**config.mk**
```make
export PLATFORM = sky130hd
export DESIGN_NAME = audio_gain_power_regs
export DESIGN_NICKNAME = d
export VERILOG_FILES = /design/src/core/agp_pkg.sv /design/src/core/agp_wo_reg.sv /design/src/core/audio_gain_power_regs.sv
export SDC_FILE = /design/constraint.sdc
export NUM_CORES = 1
export LEC_CHECK = 0
export BUFFER_PORTS_ARGS = -buffer_cell sky130_fd_sc_hd__buf_2
export CORE_MARGIN = 4
export CORE_UTILIZATION = 25
export DETAILED_ROUTE_END_ITERATION = 10
export PLACE_DENSITY_LB_ADDON = 0.05
export REMOVE_ABC_BUFFERS = 1
export SKIP_CTS_REPAIR_TIMING = 1
export SLEW_MARGIN = 20
export SYNTH_ARGS = -nofsm -noshare
export SYNTH_HDL_FRONTEND = slang
export SYNTH_HIERARCHICAL = 1
export SYNTH_SLANG_ARGS = --single-unit
```
**constraint.sdc**
```tcl
create_clock -name clk_sys -period 1.2 [get_ports clk_sys]
set_clock_uncertainty 0.2 [all_clocks]
set_input_delay 0.18 -clock clk_sys [delete_from_list [all_inputs] [get_ports clk_sys]]
set_output_delay 0.18 -clock clk_sys [all_outputs]
set_load 0.02 [all_outputs]
```
**src/core/agp_pkg.sv**
```systemverilog
// constants, types and field layouts for the analog gain and power register bank
package agp_pkg;

	// ************************************************************
	// register addresses on the serial control port
	// ************************************************************
	localparam logic [7:0] ADDR_GENERAL_RESET         = 8'h01;
	localparam logic [7:0] ADDR_VOLUME_SIDETONE_LEVEL = 8'h62;
	localparam logic [7:0] ADDR_MIC_INPUT_GAIN        = 8'h63;
	localparam logic [7:0] ADDR_ANALOG_POWER_FIRST    = 8'h64;
	localparam logic [7:0] ADDR_ANALOG_POWER_SECOND   = 8'h65;
	localparam logic [7:0] ADDR_CODEC_OPERATING_MODE  = 8'h70;

	// ************************************************************
	// reset values and field positions
	// ************************************************************
	localparam logic [7:0] REG_RESET_VALUE   = 8'h00;
	localparam int         VOLUME_LSB        = 3;
	localparam int         SIDETONE_LVL_LSB  = 1;
	localparam int         SIDETONE_EN_BIT   = 0;
	localparam int         MIC_GAIN_LSB      = 3;
	localparam int         ALIAS_PWR_LSB     = 6;
	localparam int         IMAGE_PWR_LSB     = 4;
	localparam int         ENC_PWR_LSB       = 2;
	localparam int         DEC_PWR_LSB       = 0;
	localparam int         MIC_AMP_PWR_LSB   = 6;
	localparam int         GAIN_AMP_PWR_LSB  = 4;
	localparam int         VOL_AMP_PWR_LSB   = 2;
	localparam int         CRYSTAL_SAVE_BIT  = 1;
	localparam int         ANALOG_EN_BIT     = 0;
	localparam int         MODE_LSB          = 0;

	// ************************************************************
	// codes
	// ************************************************************
	localparam logic [4:0] GAIN_CODE_OFF     = 5'h00;
	localparam logic [1:0] PWR_DOWN          = 2'h0;
	localparam logic [1:0] PWR_LOWEST        = 2'h1;
	localparam logic [1:0] PWR_LOW           = 2'h2;
	localparam logic [1:0] PWR_NORMAL        = 2'h3;

	// sidetone gain selection: 0, -9, -15, -21 dB
	typedef enum logic [1:0] {
		ST_0DB   = 2'h0,
		ST_M9DB  = 2'h1,
		ST_M15DB = 2'h2,
		ST_M21DB = 2'h3
	} sidetone_gain_e;

	// one register write from the serial control port
	typedef struct packed {
		logic       valid;
		logic [7:0] addr;
		logic [7:0] data;
	} reg_write_s;

	// effective gain settings for the analog path
	typedef struct packed {
		logic [4:0]     volume_code;
		logic           volume_mute;
		sidetone_gain_e sidetone_gain;
		logic           sidetone_on;
		logic [4:0]     mic_gain_code;
		logic           mic_gain_off;
	} gain_ctrl_s;

	// effective power codes for each analog block
	typedef struct packed {
		logic [1:0] anti_alias_filter;
		logic [1:0] anti_image_filter;
		logic [1:0] encode_converter;
		logic [1:0] decode_converter;
		logic [1:0] mic_amp;
		logic [1:0] gain_amp;
		logic [1:0] volume_amp;
		logic       bandgap_on;
		logic       crystal_oscillator_pd;
	} power_ctrl_s;

endpackage

```
**src/core/agp_wo_reg.sv**
```systemverilog
// one write-only control register cleared by general reset
`timescale 1ns/1ps
`default_nettype none
module agp_wo_reg
	import agp_pkg::*;
#(
	parameter int             WIDTH     = 8,
	parameter logic [7:0]     ADDR      = 8'h00,
	parameter logic [WIDTH-1:0] RST_VAL = '0
) (
	// clock and reset
	input  wire  logic             clk_sys,
	input  wire  logic             resetn,
	// write port
	input  wire  reg_write_s       wr,
	input  wire  logic             clear,
	// stored value
	output logic [WIDTH-1:0]       value_reg
);
	initial begin
		if (WIDTH < 1 || WIDTH > 8) begin
			$error("agp_wo_reg width out of range");
		end
	end

	wire logic hit = wr.valid && (wr.addr == ADDR);
	logic [WIDTH-1:0] value_next;
	assign value_next = clear ? RST_VAL : (hit ? wr.data[WIDTH-1:0] : value_reg);

	always_ff @(posedge clk_sys or negedge resetn) begin
		if (!resetn) begin
			value_reg <= RST_VAL;
		end else begin
			value_reg <= value_next;
		end
	end
endmodule
`default_nettype wire

```
**src/core/audio_gain_power_regs.sv**
```systemverilog
// write-only gain, sidetone and analog power register bank
//
// Functional notes
// RQ1: volume field zero mutes; codes 1..31 give -33 to +12 dB in 1.5 dB.
// RQ2: sidetone level bits 2-1 select 0, -9, -15 or -21 dB.
// RQ3: sidetone enable one turns sidetone path on, zero turns it off.
// RQ4: mic gain field zero switches amp off; 1..31 give -7.5 to +7.5 dB.
// RQ5: host writes zeros to reserved gain and mode bits.
// RQ6: anti-alias filter power bits 7-6 select four levels, 00 off.
// RQ7: host keeps filter power on while the matching bypass is set.
// RQ8: anti-image filter power bits 5-4 also power sidetone amp, 00 off.
// RQ9: encode converter power bits 3-2 select four levels, 00 off.
// RQ10: decode converter power bits 1-0 select four levels, 00 off.
// RQ11: mic amplifier power bits 7-6 of second register, four levels.
// RQ12: input gain amplifier power bits 5-4, four levels, 00 off.
// RQ13: volume amplifier power bits 3-2, four levels, 00 off.
// RQ14: bit 1 of second power register powers down crystal oscillator.
// RQ15: master enable zero forces all analog power and bandgap off.
// RQ16: general reset command clears every write-only register to zero.
// RQ17: fields change only on own write; power codes gated by master enable.
`timescale 1ns/1ps
`default_nettype none
module audio_gain_power_regs
	import agp_pkg::*;
#(
	parameter int MODE_BITS = 3
) (
	// clock and reset
	input  wire  logic        clk_sys,
	input  wire  logic        resetn,
	// decoded serial control port write
	input  wire  logic        wr_valid,
	input  wire  logic [7:0]  wr_addr,
	input  wire  logic [7:0]  wr_data,
	// effective settings to the analog circuits
	output var gain_ctrl_s    gain_ctrl,
	output var power_ctrl_s   power_ctrl,
	output logic [MODE_BITS-1:0] codec_mode,
	output logic              reserved_written
);
	initial begin
		if (MODE_BITS < 1 || MODE_BITS > 3) begin
			$error("MODE_BITS out of range");
		end
	end

	// ************************************************************
	// write decode
	// ************************************************************
	reg_write_s wr;
	assign wr = '{valid: wr_valid, addr: wr_addr, data: wr_data};

	wire logic general_reset = wr_valid && (wr_addr == ADDR_GENERAL_RESET); // [RQ16]

	logic [7:0] vol_st_reg;
	logic [7:0] mic_gain_reg;
	logic [7:0] pwr1_reg;
	logic [7:0] pwr2_reg;
	logic [7:0] mode_reg;

	// each register loads only on its own address [RQ17] and clears on reset [RQ16]
	agp_wo_reg #(.WIDTH(8), .ADDR(ADDR_VOLUME_SIDETONE_LEVEL), .RST_VAL(REG_RESET_VALUE))
	u_vol_st (.clk_sys(clk_sys), .resetn(resetn), .wr(wr), .clear(general_reset),
		.value_reg(vol_st_reg));
	agp_wo_reg #(.WIDTH(8), .ADDR(ADDR_MIC_INPUT_GAIN), .RST_VAL(REG_RESET_VALUE))
	u_mic_gain (.clk_sys(clk_sys), .resetn(resetn), .wr(wr), .clear(general_reset),
		.value_reg(mic_gain_reg));
	agp_wo_reg #(.WIDTH(8), .ADDR(ADDR_ANALOG_POWER_FIRST), .RST_VAL(REG_RESET_VALUE))
	u_pwr1 (.clk_sys(clk_sys), .resetn(resetn), .wr(wr), .clear(general_reset),
		.value_reg(pwr1_reg));
	agp_wo_reg #(.WIDTH(8), .ADDR(ADDR_ANALOG_POWER_SECOND), .RST_VAL(REG_RESET_VALUE))
	u_pwr2 (.clk_sys(clk_sys), .resetn(resetn), .wr(wr), .clear(general_reset),
		.value_reg(pwr2_reg));
	agp_wo_reg #(.WIDTH(8), .ADDR(ADDR_CODEC_OPERATING_MODE), .RST_VAL(REG_RESET_VALUE))
	u_mode (.clk_sys(clk_sys), .resetn(resetn), .wr(wr), .clear(general_reset),
		.value_reg(mode_reg));

	// ************************************************************
	// gain decode
	// ************************************************************
	wire logic [4:0] volume_field = vol_st_reg[VOLUME_LSB +: 5];
	wire logic [1:0] st_lvl_field = vol_st_reg[SIDETONE_LVL_LSB +: 2];
	wire logic       st_en_field  = vol_st_reg[SIDETONE_EN_BIT];
	wire logic [4:0] mic_field    = mic_gain_reg[MIC_GAIN_LSB +: 5];

	assign gain_ctrl.volume_code   = volume_field;                       // [RQ1]
	assign gain_ctrl.volume_mute   = (volume_field == GAIN_CODE_OFF);    // [RQ1]
	assign gain_ctrl.sidetone_gain = sidetone_gain_e'(st_lvl_field);     // [RQ2]
	// sidetone amp shares the anti-image filter power
	assign gain_ctrl.sidetone_on   = st_en_field && power_ctrl.anti_image_filter != PWR_DOWN; // [RQ3]
	assign gain_ctrl.mic_gain_code = mic_field;                          // [RQ4]
	assign gain_ctrl.mic_gain_off  = (mic_field == GAIN_CODE_OFF);       // [RQ4]

	// ************************************************************
	// power decode, gated by master analog enable except crystal power-down
	// ************************************************************
	wire logic analog_en = pwr2_reg[ANALOG_EN_BIT];
	wire logic [1:0] gate = {2{analog_en}}; // [RQ15]

	assign power_ctrl.anti_alias_filter = pwr1_reg[ALIAS_PWR_LSB +: 2] & gate;    // [RQ6] [RQ17]
	assign power_ctrl.anti_image_filter = pwr1_reg[IMAGE_PWR_LSB +: 2] & gate;    // [RQ8]
	assign power_ctrl.encode_converter  = pwr1_reg[ENC_PWR_LSB +: 2] & gate;      // [RQ9]
	assign power_ctrl.decode_converter  = pwr1_reg[DEC_PWR_LSB +: 2] & gate;      // [RQ10]
	assign power_ctrl.mic_amp           = pwr2_reg[MIC_AMP_PWR_LSB +: 2] & gate;  // [RQ11]
	assign power_ctrl.gain_amp          = pwr2_reg[GAIN_AMP_PWR_LSB +: 2] & gate; // [RQ12]
	assign power_ctrl.volume_amp        = pwr2_reg[VOL_AMP_PWR_LSB +: 2] & gate;  // [RQ13]
	assign power_ctrl.bandgap_on        = analog_en;                             // [RQ15]
	assign power_ctrl.crystal_oscillator_pd = pwr2_reg[CRYSTAL_SAVE_BIT];        // [RQ14]

	// ************************************************************
	// mode and reserved-bit observation
	// ************************************************************
	assign codec_mode = mode_reg[MODE_LSB +: MODE_BITS];
	// flags host misuse of reserved bits, for debug only
	assign reserved_written = (mic_gain_reg[2:0] != 3'h0) || (mode_reg[7:3] != 5'h00); // [RQ5]

	// ************************************************************
	// checks
	// ************************************************************
	a_reset_clears: assert property (@(posedge clk_sys) disable iff (!resetn)
		general_reset |=> (vol_st_reg == 8'h00 && pwr2_reg == 8'h00)) // [RQ16]
		else $error("general reset did not clear registers");
	a_master_gate: assert property (@(posedge clk_sys) disable iff (!resetn)
		!analog_en |-> (power_ctrl.anti_alias_filter == 2'h0 && power_ctrl.volume_amp == 2'h0
		&& !power_ctrl.bandgap_on)) // [RQ15]
		else $error("analog power not forced off");
	a_volume_load: assert property (@(posedge clk_sys) disable iff (!resetn)
		(wr_valid && wr_addr == ADDR_VOLUME_SIDETONE_LEVEL)
		|=> gain_ctrl.volume_code == $past(wr_data[7:3])) // [RQ1]
		else $error("volume field not loaded");
	a_mute_zero: assert property (@(posedge clk_sys) disable iff (!resetn)
		gain_ctrl.volume_mute == (gain_ctrl.volume_code == 5'h00)) // [RQ1]
		else $error("mute does not match zero volume");
	a_field_hold: assert property (@(posedge clk_sys) disable iff (!resetn)
		!(wr_valid && (wr_addr == ADDR_ANALOG_POWER_FIRST || wr_addr == ADDR_GENERAL_RESET))
		|=> $stable(pwr1_reg)) // [RQ17]
		else $error("power register changed without write");
	a_crystal_save: assert property (@(posedge clk_sys) disable iff (!resetn)
		(wr_valid && wr_addr == ADDR_ANALOG_POWER_SECOND)
		|=> power_ctrl.crystal_oscillator_pd == $past(wr_data[1])) // [RQ14]
		else $error("crystal power-save bit wrong");
	a_sidetone_off: assert property (@(posedge clk_sys) disable iff (!resetn)
		!vol_st_reg[0] |-> !gain_ctrl.sidetone_on) // [RQ3]
		else $error("sidetone on while disabled");
	a_mic_gain_off: assert property (@(posedge clk_sys) disable iff (!resetn)
		(wr_valid && wr_addr == ADDR_MIC_INPUT_GAIN && wr_data[7:3] == 5'h00)
		|=> gain_ctrl.mic_gain_off) // [RQ4]
		else $error("mic gain not off at code zero");
	a_aif_power: assert property (@(posedge clk_sys) disable iff (!resetn)
		analog_en |-> power_ctrl.anti_image_filter == pwr1_reg[5:4]) // [RQ8]
		else $error("anti-image power code wrong");
	a_st_level: assert property (@(posedge clk_sys) disable iff (!resetn)
		(wr_valid && wr_addr == ADDR_VOLUME_SIDETONE_LEVEL)
		|=> gain_ctrl.sidetone_gain == sidetone_gain_e'($past(wr_data[2:1]))) // [RQ2]
		else $error("sidetone level wrong");

	// ************************************************************
	// write strobes for the checks below
	// ************************************************************
	wire logic wr_vol   = wr_valid && (wr_addr == ADDR_VOLUME_SIDETONE_LEVEL);
	wire logic wr_mic   = wr_valid && (wr_addr == ADDR_MIC_INPUT_GAIN);
	wire logic wr_pwr1  = wr_valid && (wr_addr == ADDR_ANALOG_POWER_FIRST);
	wire logic wr_pwr2  = wr_valid && (wr_addr == ADDR_ANALOG_POWER_SECOND);
	wire logic wr_mode  = wr_valid && (wr_addr == ADDR_CODEC_OPERATING_MODE);
	wire logic wr_known = wr_vol || wr_mic || wr_pwr1 || wr_pwr2 || wr_mode || general_reset;

	// ************************************************************
	// power field checks
	// ************************************************************
	a_alias_power: assert property (@(posedge clk_sys) disable iff (!resetn) // [RQ6]
		analog_en |-> power_ctrl.anti_alias_filter == pwr1_reg[7:6])
		else $error("anti-alias power code wrong");

	a_enc_power: assert property (@(posedge clk_sys) disable iff (!resetn) // [RQ9]
		analog_en |-> power_ctrl.encode_converter == pwr1_reg[3:2])
		else $error("encode converter power code wrong");

	a_dec_power: assert property (@(posedge clk_sys) disable iff (!resetn) // [RQ10]
		analog_en |-> power_ctrl.decode_converter == pwr1_reg[1:0])
		else $error("decode converter power code wrong");

	a_mic_amp_power: assert property (@(posedge clk_sys) disable iff (!resetn) // [RQ11]
		analog_en |-> power_ctrl.mic_amp == pwr2_reg[7:6])
		else $error("mic amplifier power code wrong");

	a_gain_amp_power: assert property (@(posedge clk_sys) disable iff (!resetn) // [RQ12]
		analog_en |-> power_ctrl.gain_amp == pwr2_reg[5:4])
		else $error("input gain amplifier power code wrong");

	a_vol_amp_power: assert property (@(posedge clk_sys) disable iff (!resetn) // [RQ13]
		analog_en |-> power_ctrl.volume_amp == pwr2_reg[3:2])
		else $error("volume amplifier power code wrong");

	a_image_gate: assert property (@(posedge clk_sys) disable iff (!resetn) // [RQ15]
		!analog_en |-> power_ctrl.anti_image_filter == 2'h0)
		else $error("anti-image power not forced off");

	a_enc_gate: assert property (@(posedge clk_sys) disable iff (!resetn) // [RQ15]
		!analog_en |-> power_ctrl.encode_converter == 2'h0)
		else $error("encode converter power not forced off");

	a_dec_gate: assert property (@(posedge clk_sys) disable iff (!resetn) // [RQ15]
		!analog_en |-> power_ctrl.decode_converter == 2'h0)
		else $error("decode converter power not forced off");

	a_mic_gate: assert property (@(posedge clk_sys) disable iff (!resetn) // [RQ15]
		!analog_en |-> power_ctrl.mic_amp == 2'h0)
		else $error("mic amplifier power not forced off");

	a_gain_gate: assert property (@(posedge clk_sys) disable iff (!resetn) // [RQ15]
		!analog_en |-> power_ctrl.gain_amp == 2'h0)
		else $error("input gain amplifier power not forced off");

	a_bandgap_on: assert property (@(posedge clk_sys) disable iff (!resetn) // [RQ15]
		power_ctrl.bandgap_on == pwr2_reg[0])
		else $error("bandgap state wrong");

	a_enable_off: assert property (@(posedge clk_sys) disable iff (!resetn) // [RQ15]
		(wr_pwr2 && !wr_data[0]) |=> !power_ctrl.bandgap_on)
		else $error("bandgap on after master disable");

	a_enable_on: assert property (@(posedge clk_sys) disable iff (!resetn) // [RQ15]
		(wr_pwr2 && wr_data[0]) |=> power_ctrl.bandgap_on)
		else $error("bandgap off after master enable");

	a_crystal_ungated: assert property (@(posedge clk_sys) disable iff (!resetn) // [RQ14]
		power_ctrl.crystal_oscillator_pd == pwr2_reg[1])
		else $error("crystal power-down follows wrong bit");

	// ************************************************************
	// gain field checks
	// ************************************************************
	a_mic_code_load: assert property (@(posedge clk_sys) disable iff (!resetn) // [RQ4]
		wr_mic |=> gain_ctrl.mic_gain_code == $past(wr_data[7:3]))
		else $error("mic gain code not loaded");

	a_mic_off_zero: assert property (@(posedge clk_sys) disable iff (!resetn) // [RQ4]
		gain_ctrl.mic_gain_off == (gain_ctrl.mic_gain_code == 5'h00))
		else $error("mic off does not match zero code");

	a_volume_mute_wr: assert property (@(posedge clk_sys) disable iff (!resetn) // [RQ1]
		(wr_vol && wr_data[7:3] == 5'h00) |=> gain_ctrl.volume_mute)
		else $error("volume not muted at code zero");

	a_sidetone_on: assert property (@(posedge clk_sys) disable iff (!resetn) // [RQ3]
		(vol_st_reg[0] && power_ctrl.anti_image_filter != 2'h0) |-> gain_ctrl.sidetone_on)
		else $error("sidetone off while enabled");

	a_sidetone_en_wr: assert property (@(posedge clk_sys) disable iff (!resetn) // [RQ3]
		(wr_vol && !wr_data[0]) |=> !gain_ctrl.sidetone_on)
		else $error("sidetone on after disable write");

	a_image_sidetone: assert property (@(posedge clk_sys) disable iff (!resetn) // [RQ8]
		power_ctrl.anti_image_filter == 2'h0 |-> !gain_ctrl.sidetone_on)
		else $error("sidetone on with its amplifier unpowered");

	a_st_gain_raw: assert property (@(posedge clk_sys) disable iff (!resetn) // [RQ2]
		gain_ctrl.sidetone_gain == sidetone_gain_e'(vol_st_reg[2:1]))
		else $error("sidetone gain does not follow field");

	// ************************************************************
	// load, hold, reset and reserved-bit checks
	// ************************************************************
	a_pwr1_load: assert property (@(posedge clk_sys) disable iff (!resetn) // [RQ17]
		wr_pwr1 |=> pwr1_reg == $past(wr_data))
		else $error("first power register not loaded");

	a_pwr2_load: assert property (@(posedge clk_sys) disable iff (!resetn) // [RQ17]
		wr_pwr2 |=> pwr2_reg == $past(wr_data))
		else $error("second power register not loaded");

	a_mode_load: assert property (@(posedge clk_sys) disable iff (!resetn) // [RQ17]
		wr_mode |=> codec_mode == $past(wr_data[MODE_BITS-1:0]))
		else $error("codec mode not loaded");

	a_vol_hold: assert property (@(posedge clk_sys) disable iff (!resetn) // [RQ17]
		!(wr_vol || general_reset) |=> $stable(vol_st_reg))
		else $error("volume register changed without write");

	a_mic_hold: assert property (@(posedge clk_sys) disable iff (!resetn) // [RQ17]
		!(wr_mic || general_reset) |=> $stable(mic_gain_reg))
		else $error("mic gain register changed without write");

	a_pwr2_hold: assert property (@(posedge clk_sys) disable iff (!resetn) // [RQ17]
		!(wr_pwr2 || general_reset) |=> $stable(pwr2_reg))
		else $error("second power register changed without write");

	a_mode_hold: assert property (@(posedge clk_sys) disable iff (!resetn) // [RQ17]
		!(wr_mode || general_reset) |=> $stable(mode_reg))
		else $error("mode register changed without write");

	a_ignored_addr: assert property (@(posedge clk_sys) disable iff (!resetn) // [RQ17]
		(wr_valid && !wr_known) |=> $stable({vol_st_reg, mic_gain_reg, pwr1_reg, pwr2_reg, mode_reg}))
		else $error("unknown address changed a register");

	a_reset_rest: assert property (@(posedge clk_sys) disable iff (!resetn) // [RQ16]
		general_reset |=> (mic_gain_reg == 8'h00 && pwr1_reg == 8'h00 && mode_reg == 8'h00))
		else $error("general reset left a register set");

	a_reserved_mic: assert property (@(posedge clk_sys) disable iff (!resetn) // [RQ5]
		(wr_mic && wr_data[2:0] != 3'h0) |=> reserved_written)
		else $error("reserved gain bits not flagged");

	a_reserved_mode: assert property (@(posedge clk_sys) disable iff (!resetn) // [RQ5]
		(wr_mode && wr_data[7:3] != 5'h00) |=> reserved_written)
		else $error("reserved mode bits not flagged");
endmodule
`default_nettype wire

```
==> results of run 1 <==
-- worst paths after layout --
| check | end | slack [ns] | cells past startpoint |
|---|---|---|---|
| setup / recovery | gain_ctrl[9] | -0.65 | 3 |
| hold / removal | u_mode/value_reg[5] | -0.002 | 3 |
| setup reg to reg | u_mic_gain/value_reg[7] | 0.15 | 4 |
| hold reg to reg | u_pwr2/value_reg[2] | 0.35 | 2 |
| max in group asynchronous | u_mode/value_reg[7] | 0.34 | 3 |
| min in group asynchronous | u_pwr1/value_reg[7] | 0.08 | 2 |
-- tightest hold or removal path: cells and delay by family --
family | cells | cell delay (ns)
multiplexers | 1 | 0.06
buffers and inverters | 1 | 0.14
AND/OR/NAND/NOR | 1 | 0.08
-- per-stage QoR --
| step | utilization [%] | setup WS [ns] | hold WS, ns | power (mW) | instance area, um^2 |
|---|---|---|---|---|---|
| 4_1_cts | 34.6 | -0.711 | -0.478 | 2.89 | 3050 |
| 6_report | 44.3 | -0.654 | -0.00210 | 3.04 | 3900 |
| 5_1_grt | 44.3 | -0.711 | 0.00881 | 3.18 | 3900 |
| 2_1_floorplan | - | -0.770 | -0.316 | 1.67 | 2230 |
| 3_3_place_gp | 33.6 | -0.442 | -0.147 | 1.95 | 2960 |
| 3_5_place_dp | 33.6 | -0.458 | -0.148 | 1.95 | 2960 |
-- report_power, final --
group	switching [mW]	internal [mW]	leakage [nW]
sequential	0.0489	1.41	0.550
combinational	0.309	0.333	1.10
clock	0.528	0.407	0.0479
total	0.887	2.15	1.70
-- cells in the final DEF, fill, tap and decap left out, types with 2 or more instances in the layout --
master and instances:
nand2b_1 61, buf_6 44, mux2i_1 40, dfrtp_1 39, nand2b_4 19, buf_2 18
buf_4 18, and2_4 14, buf_12 12, clkbuf_16 7, clkbuf_8 5, buf_8 3
dlygate4sd3_1 3, nor4_2 2, or4_4 2, nor2_4 2, clkinv_2 2, nor4_4 2
nor4bb_1 2, and4_1 2
-- layer usage --
| metal | wire length [um] | up-vias |
|---|---|---|
| met5 | 0 | - |
| met4 | 39 | 0 |
| met1 | 3450 | 947 |
| li1 | - | 909 |
| met3 | 124 | 4 |
| met2 | 3660 | 27 |
-- cell families (layout without fill, tap and decap cells) --
family / count (synthesis) / after routing / share of synthesized area, %
multiplexers: 40 / 40 / 17.5
buffers and inverters: 9 / 113 / 2.47
AND/OR/NAND/NOR: 119 / 119 / 35.8
AO/OA/AOI/OAI: 1 / 1 / 0.329
flip-flops: 40 / 40 / 43.8
-- final cells by class --
class | instances | share of cell area [%]
repair buffers | 105 | 31.0
flip-flops and latches | 40 | 25.7
clock inverters | 3 | 0.481
multi-input cells | 160 | 37.6
well taps | 108 | 3.46
clock buffers | 5 | 1.76
==> results.txt, run 1 <==
Syn Std Cell Area = 2280 um^2
Setup TNS Final = -15.16 ns
Synth top area cells = dfrtp_1, nand2b_1, mux2i_1
Residual DRC = 0
CP endpoint kind = output port
Worst slew pin tran = 0.264 ns
Drt first pass iters = 7
Setup violations, final = 75
Num rows = 34
Root buffer cell = clkbuf_8
Register area share after synthesis = 43.8%
Crit path DAT = 1.47 ns
Via Count = 1887
Synth cell count leaders = nand2b_1, dfrtp_1, mux2i_1
Die X = 104 um
Hold_sp = wr_data[5]
Fin worst setup slack = -0.654 ns
Initial DRC count = 41
CP Buf/Inv Count = 1
Layer with the highest usage = met2
First-pass GRT wire length = 9910 um
H-tree levels = 2
Slew margin rel. = 82.3%
Latest clock arrival within the worst-skew pair = 0.29 ns
Initial Util = 25.9%
Non-Filler Instances = 421
Vias in the first global route = 1850
Leakage = 1.70 nW
CORE AREA = 8810 um^2
Seq cells post-synth = 40
Cell family with most CP delay = simple AND/OR/NAND/NOR gates
TritonCTS clock tree = built
Critical Path Source = u_vol_st/value_reg[3]
PwrDens = 778 nW/um^2
Worst EP required = 0.82 ns
Post-synth top area share = 43.8%
GR Util met3 = 2.36%
Violated checks = negative hold slack, negative setup slack
Max Cap Viol = 0
Placed Cells = 390
Port bufs = 53
Nets@finish = 331
Dpl hpwl = 4290 um
Netlist cell types = 21
Post-synth EDFFs = 0
Post-Synthesis Cells = 209
Clock transition at path regs = 0.09 ns
Syn-to-layout area delta = 71.0%
Largest net degree at the start of global routing = 57
Grt met2 use = 18.5%
Warnings from Yosys = 6
Worst hold path type = in -> reg
Critical path, cell by cell = or4_4, nor2_4, buf_6
# fillers = 846
Reg area = 1000 um^2
Die H = 104 um
Crit Reg-Reg Startpoint = u_mic_gain/value_reg[7]
Initial antenna violation count = 0
RSZ-0062 raised after global routing = yes
Worst Path Class, Setup = reg -> out
# IOs = 54
Num CTS Buffers = 5
Maximum vdd drop = 0.433 mV
Fin. Hold Viols = 1
Most numerous cell in the Yosys netlist = nand2b_1
Max clock buf depth = 2
Area of the multi-input gates = 1470 um^2
Worst-path fanout max = 2
Total GRT Usage = 11.4%
CP peak stage delay = 0.54 ns
Total Routed Length = 7270 um
DR vias/cell = 4.48
Largest area contributor in the netlist = dfrtp_1
WL per Instance = 17.3 um
GPL Wtd Cong = 0.716
Minimum clock period = 1.85 ns
Ys async rst share = 100%
FMAX = 539 MHz
Die area = 10700 um^2
Hold slack = -0.00210 ns
Layout cells sized above 1 = 50.8%
Post-synth top flop = dfrtp_1
Diode count = 0
Met1 Use GR = 15.7%
Max Transition Viols Final = 0
Status = finished, violations left
CTS sink cnt = 40
Remaining antenna violation count = 0
Grt total ovfl = 0
Post-Syn Area per Cell = 10.9 um^2
Fin crit share = 154%
CP max stage cell = or4_4
Startpoint types = flip-flop
(Power assumes the default switching activity.)
==> inputs of run 2 (changes only) <==
Settings changed: CTS_CLUSTER_DIAMETER set to 80, RECOVER_POWER set to 25.
==> run 2 against run 1 <==
Net effect: the flow still finishes with violations (negative hold slack, negative setup slack); combinational power shrank 0.9%; sequential share of layout area grew 0.091 points; non-clock buffer count is the same; critical path depth is the same; count of clock-buffer cells in the layout is the same; register-to-register slack is essentially flat; first-iteration DRC count is the same.
==> results.txt, run 2 (synthesized netlist as in run 1, its figures left out) <==
Status = finished, violations left
Violated checks = negative hold slack, negative setup slack
Critical Path Source = u_vol_st/value_reg[3]
Startpoint types = flip-flop
Diode count = 0 (unchanged)
Num CTS Buffers = 5 (unchanged)
Initial antenna violation count = 0 (unchanged)
Largest net degree at the start of global routing = 57 (unchanged)
Clock transition at path regs = 0.09 ns (about the same)
Worst slew pin tran = 0.470 ns (+0.206 ns)
Worst-path fanout max = 2 (unchanged)
Via Count = 1892 (+0.26%)
Total GRT Usage = 11.4% (unchanged)
Cell family with most CP delay = simple AND/OR/NAND/NOR gates
CORE AREA = 8810 um^2 (unchanged)
Minimum clock period = 1.85 ns (+0.000366 ns)
Fin. Hold Viols = 1 (unchanged)
FMAX = 539 MHz (about the same)
Nets@finish = 331 (unchanged)
Final Cell Area = 3890 um^2 (-0.35%)
Port bufs = 53 (unchanged)
Dpl hpwl = 4290 um (unchanged)
Critical path, cell by cell = or4_4, nor2_4, buf_6
Worst R2R End = u_mic_gain/value_reg[7]
Leakage = 1.69 nW (-0.43%)
Total Routed Length = 7270 um (about the same)
Die area = 10700 um^2 (unchanged)
PwrDens = 779 nW/um^2 (+0.16%)
Worst Path Class, Setup = reg -> out
Hold slack = -0.00183 ns (+0.000268 ns)
DR vias/cell = 4.49 (+0.26%)
Max Cap Viol = 0 (unchanged)
Total Power = 3.03 mW (-0.19%)
Syn-to-layout area delta = 70.4%
CP peak stage delay = 0.54 ns (about the same)
Layout cells sized above 1 = 50.5% (-0.32 points)
Setup TNS Final = -15.15 ns (+0.0151 ns)
Remaining antenna violation count = 0 (unchanged)
Grt total ovfl = 0 (unchanged)
Vias in the first global route = 1850 (unchanged)
Initial DRC count = 41 (unchanged)
Latest clock arrival within the worst-skew pair = 0.30 ns (about the same)
Fin crit share = 155% (about the same)
Slew margin rel. = 68.7% (-14 points)
Worst hold path type = in -> reg
Hold Path Stages = 3 (unchanged)
Most common cell after layout, fill and taps aside = nand2b_1
Setup violations, final = 75 (unchanged)
Crit path DAT = 1.47 ns (about the same)
Max Transition Viols Final = 0 (unchanged)
# IOs = 54 (unchanged)
Residual DRC = 0 (unchanged)
RSZ-0062 raised after global routing = yes
Root buffer cell = clkbuf_8
CTS sink cnt = 40 (unchanged)
GPL Wtd Cong = 0.716 (unchanged)
Num rows = 34 (unchanged)
TritonCTS clock tree = built
Crit path depth = 3 (unchanged)
CP endpoint kind = output port
DP Area = 2960 um^2 (unchanged)
Die H = 104 um (unchanged)
Reg-to-reg setup timing slack = 0.15 ns (about the same)
Maximum vdd drop = 0.433 mV (about the same)
Worst reg2reg path depth = 4 (unchanged)
Die X = 104 um (unchanged)
Worst setup path end = gain_ctrl[9]
Leading cell types in the layout, fill and taps excluded = nand2b_1, buf_6, mux2i_1, dfrtp_1
CP Buf/Inv Count = 1 (unchanged)
First-pass GRT wire length = 9910 um (unchanged)
Fin worst setup slack = -0.654 ns (-0.000366 ns)
Max clock buf depth = 2 (unchanged)
CP max stage cell = or4_4
Initial Util = 25.9% (unchanged)
WL per Instance = 17.3 um (about the same)
Worst EP required = 0.82 ns (about the same)
Crit Reg-Reg Startpoint = u_mic_gain/value_reg[7]
Drt first pass iters = 5 (-2)
H-tree levels = 2 (unchanged)
[run 2: changes by cell type in the layout (fill, tap and decap cells not counted), sizes merged]
| cell | delta |
|---|---|
| buf | -1 |
| clkbuf | +1 |
[run 2: worst reg2reg max path, cell delays in order (launching register included)]
cell and delay, ns:
dfrtp_1 0.39, buf_6 0.12, buf_4 0.12, nand2b_1 0.06
mux2i_1 0.06
[run 2: final cells by class]
cell class	count	area (um^2)
fillers	849	4920
flip-flops and latches	40	1000
clock inverters	3	18.8
multi-input cells	160	1470
well taps	108	135
clock buffers	5	68.8
repair buffers	105	1200
[run 2: stage by stage]
stage                     util (%)  worst slack, ns  hold slack [ns]  cells
after floorplan                  -           -0.770           -0.316    200
after global placement        33.6           -0.442           -0.147    390
after detailed placement      33.6           -0.458           -0.148    390
after CTS                     34.6           -0.711           -0.478    398
after global routing          44.2           -0.711          0.00881    421
final                         44.2           -0.654         -0.00183    421
[run 2: how the worst min path moves through the flow]
stage,start,end
global route,wr_data[5],u_mode/value_reg[5]
detailed placement,resetn,u_pwr1/value_reg[7]
finish,wr_data[5],u_mode/value_reg[5]
floorplan,resetn,u_mic_gain/value_reg[0]
CTS,resetn,u_pwr1/value_reg[7]
global placement,resetn,u_pwr1/value_reg[7]
[run 2: power by group]
part           internal [mW]  total, mW  switching [mW]  leakage (nW)
Sequential              1.41       1.46          0.0488         0.550
Clock                  0.407      0.936           0.529        0.0479
Combinational          0.328      0.636           0.308          1.10
[run 2: routing by layer]
metal | GRT usage [%] | wire [um] | up-vias
met5 | 0 | 0 | -
met4 | 2.85 | 39 | 0
met3 | 2.36 | 123 | 4
met2 | 18.5 | 3660 | 25
met1 | 15.7 | 3450 | 955
li1 | - | - | 908
==> inputs of run 3 (changes only) <==
Settings changed: SKIP_LAST_GASP set to 1.
==> run 3 against run 2 <==
Net effect: the run still ends with negative hold slack, negative setup slack left; sequential share of layout area is 0.18 points higher; core utilization shrank 0.30 points; combinational power fell by 0.8%; register-to-register slack hardly changed; first-iteration DRC count up 2.4%; sequential cell count is the same; via count shrank 0.11%; non-clock buffer count stayed put.
==> results.txt, run 3 (synthesized netlist as in run 1, its figures left out) <==
Status = finished, violations left
Violated checks = negative hold slack, negative setup slack
Syn-to-layout area delta = 69.2%
Fin crit share = 155% (+0.23 points)
H-tree levels = 2 (unchanged)
Setup violations, final = 75 (unchanged)
Layout cells sized above 1 = 49.5% (-0.96 points)
Crit path DAT = 1.48 ns (about the same)
CP peak stage delay = 0.54 ns (about the same)
Worst Path Class, Setup = reg -> out
First-pass GRT wire length = 9910 um (unchanged)
Placed Cells = 390 (unchanged)
Dpl hpwl = 4290 um (unchanged)
Vias in the first global route = 1850 (unchanged)
GPL Wtd Cong = 0.716 (unchanged)
CORE AREA = 8810 um^2 (unchanged)
PwrDens = 784 nW/um^2 (+0.64%)
Minimum clock period = 1.86 ns (+0.00271 ns)
Slew margin rel. = 68.7% (unchanged)
Critical path, cell by cell = or4_4, nor2_4, buf_6
Initial Util = 25.9% (unchanged)
Final Util = 43.9% (-0.30 points)
Drt first pass iters = 5 (unchanged)
Worst EP required = 0.82 ns (about the same)
WL per Instance = 17.2 um (-0.67%)
Fin worst setup slack = -0.657 ns (-0.00271 ns)
CP endpoint kind = output port
Startpoint types = flip-flop
CP max stage cell = or4_4
Latest clock arrival within the worst-skew pair = 0.29 ns (about the same)
Remaining antenna violation count = 0 (unchanged)
Maximum vdd drop = 0.433 mV (about the same)
Grt total ovfl = 0 (unchanged)
Die H = 104 um (unchanged)
Largest net degree at the start of global routing = 57 (unchanged)
Non-Filler Instances = 421 (unchanged)
Leakage = 1.69 nW (-0.24%)
Cell family with most CP delay = simple AND/OR/NAND/NOR gates
FMAX = 539 MHz (-0.15%)
Worst hold path type = in -> reg
TritonCTS clock tree = built
Most common cell after layout, fill and taps aside = nand2b_1
DR vias/cell = 4.49 (-0.11%)
# IOs = 54 (unchanged)
Total GRT Usage = 11.4% (unchanged)
Setup TNS Final = -15.19 ns (-0.0391 ns)
Port bufs = 53 (unchanged)
Max Cap Viol = 0 (unchanged)
DP Area = 2960 um^2 (unchanged)
Total Power = 3.03 mW (about the same)
CP Buf/Inv Count = 1 (unchanged)
CTS sink cnt = 40 (unchanged)
Num CTS Buffers = 5 (unchanged)
Fin. Hold Viols = 2 (+1)
Leading cell types in the layout, fill and taps excluded = nand2b_1, buf_6, mux2i_1, dfrtp_1, buf_4
Hold slack = -0.00560 ns (-0.00377 ns)
Via Count = 1890 (-0.11%)
Die X = 104 um (unchanged)
Worst slew pin tran = 0.470 ns (unchanged)
Die area = 10700 um^2 (unchanged)
Max clock buf depth = 2 (unchanged)
Max Transition Viols Final = 0 (unchanged)
Residual DRC = 0 (unchanged)
# fillers = 850 (+0.12%)
Nets@finish = 331 (unchanged)
Worst-path fanout max = 2 (unchanged)
Diode count = 0 (unchanged)
Pre-CTS WS = -0.458 ns (unchanged)
Initial antenna violation count = 0 (unchanged)
Final Cell Area = 3860 um^2 (-0.68%)
Clock transition at path regs = 0.09 ns (about the same)
RSZ-0062 raised after global routing = yes
Root buffer cell = clkbuf_8
Num rows = 34 (unchanged)
Total Routed Length = 7220 um (-0.67%)
Initial DRC count = 42 (+2.4%)
## run 3: cell type report
cell class | count | area, um^2 | share of cell area (%)
Sequential cell | 40 | 1000 | 25.9
Multi-Input combinational cell | 160 | 1450 | 37.4
Clock buffer | 5 | 68.8 | 1.78
Tap cell | 108 | 135 | 3.50
Timing Repair Buffer | 105 | 1190 | 30.9
Clock inverter | 3 | 18.8 | 0.486
## run 3: worst min-delay path: cells and delay by family
family | cells | cell delay, ns
buf+inv | 1 | 0.14
mux | 1 | 0.06
simple gates | 1 | 0.08
## run 3: per-layer routing
layer  track usage, %  share of wire (%)  vias up
met5                0                  0        -
met4             2.85               0.58        0
met3             2.36                1.9        6
met2             18.5                 50       27
met1             15.7                 48      946
li1                 -                  -      911
## run 3: report_power, final
part           total, mW  switching (mW)  leakage, nW  internal (mW)
sequential          1.46          0.0472        0.550           1.41
clock              0.941           0.534       0.0479          0.407
combinational      0.631           0.306         1.09          0.325
## run 3: worst paths after layout
kind / startpoint / end / slack (ns) / cells after the start
setup / recovery: u_vol_st/value_reg[3] / gain_ctrl[9] / -0.66 / 3
hold / removal: wr_data[5] / u_mode/value_reg[5] / -0.006 / 3
setup reg to reg: u_mic_gain/value_reg[7] / u_mic_gain/value_reg[7] / 0.15 / 4
hold reg to reg: u_mode/value_reg[7] / u_mode/value_reg[7] / 0.34 / 2
max in group asynchronous: resetn / u_vol_st/value_reg[4] / 0.03 / 3
min in group asynchronous: resetn / u_pwr1/value_reg[7] / 0.14 / 2
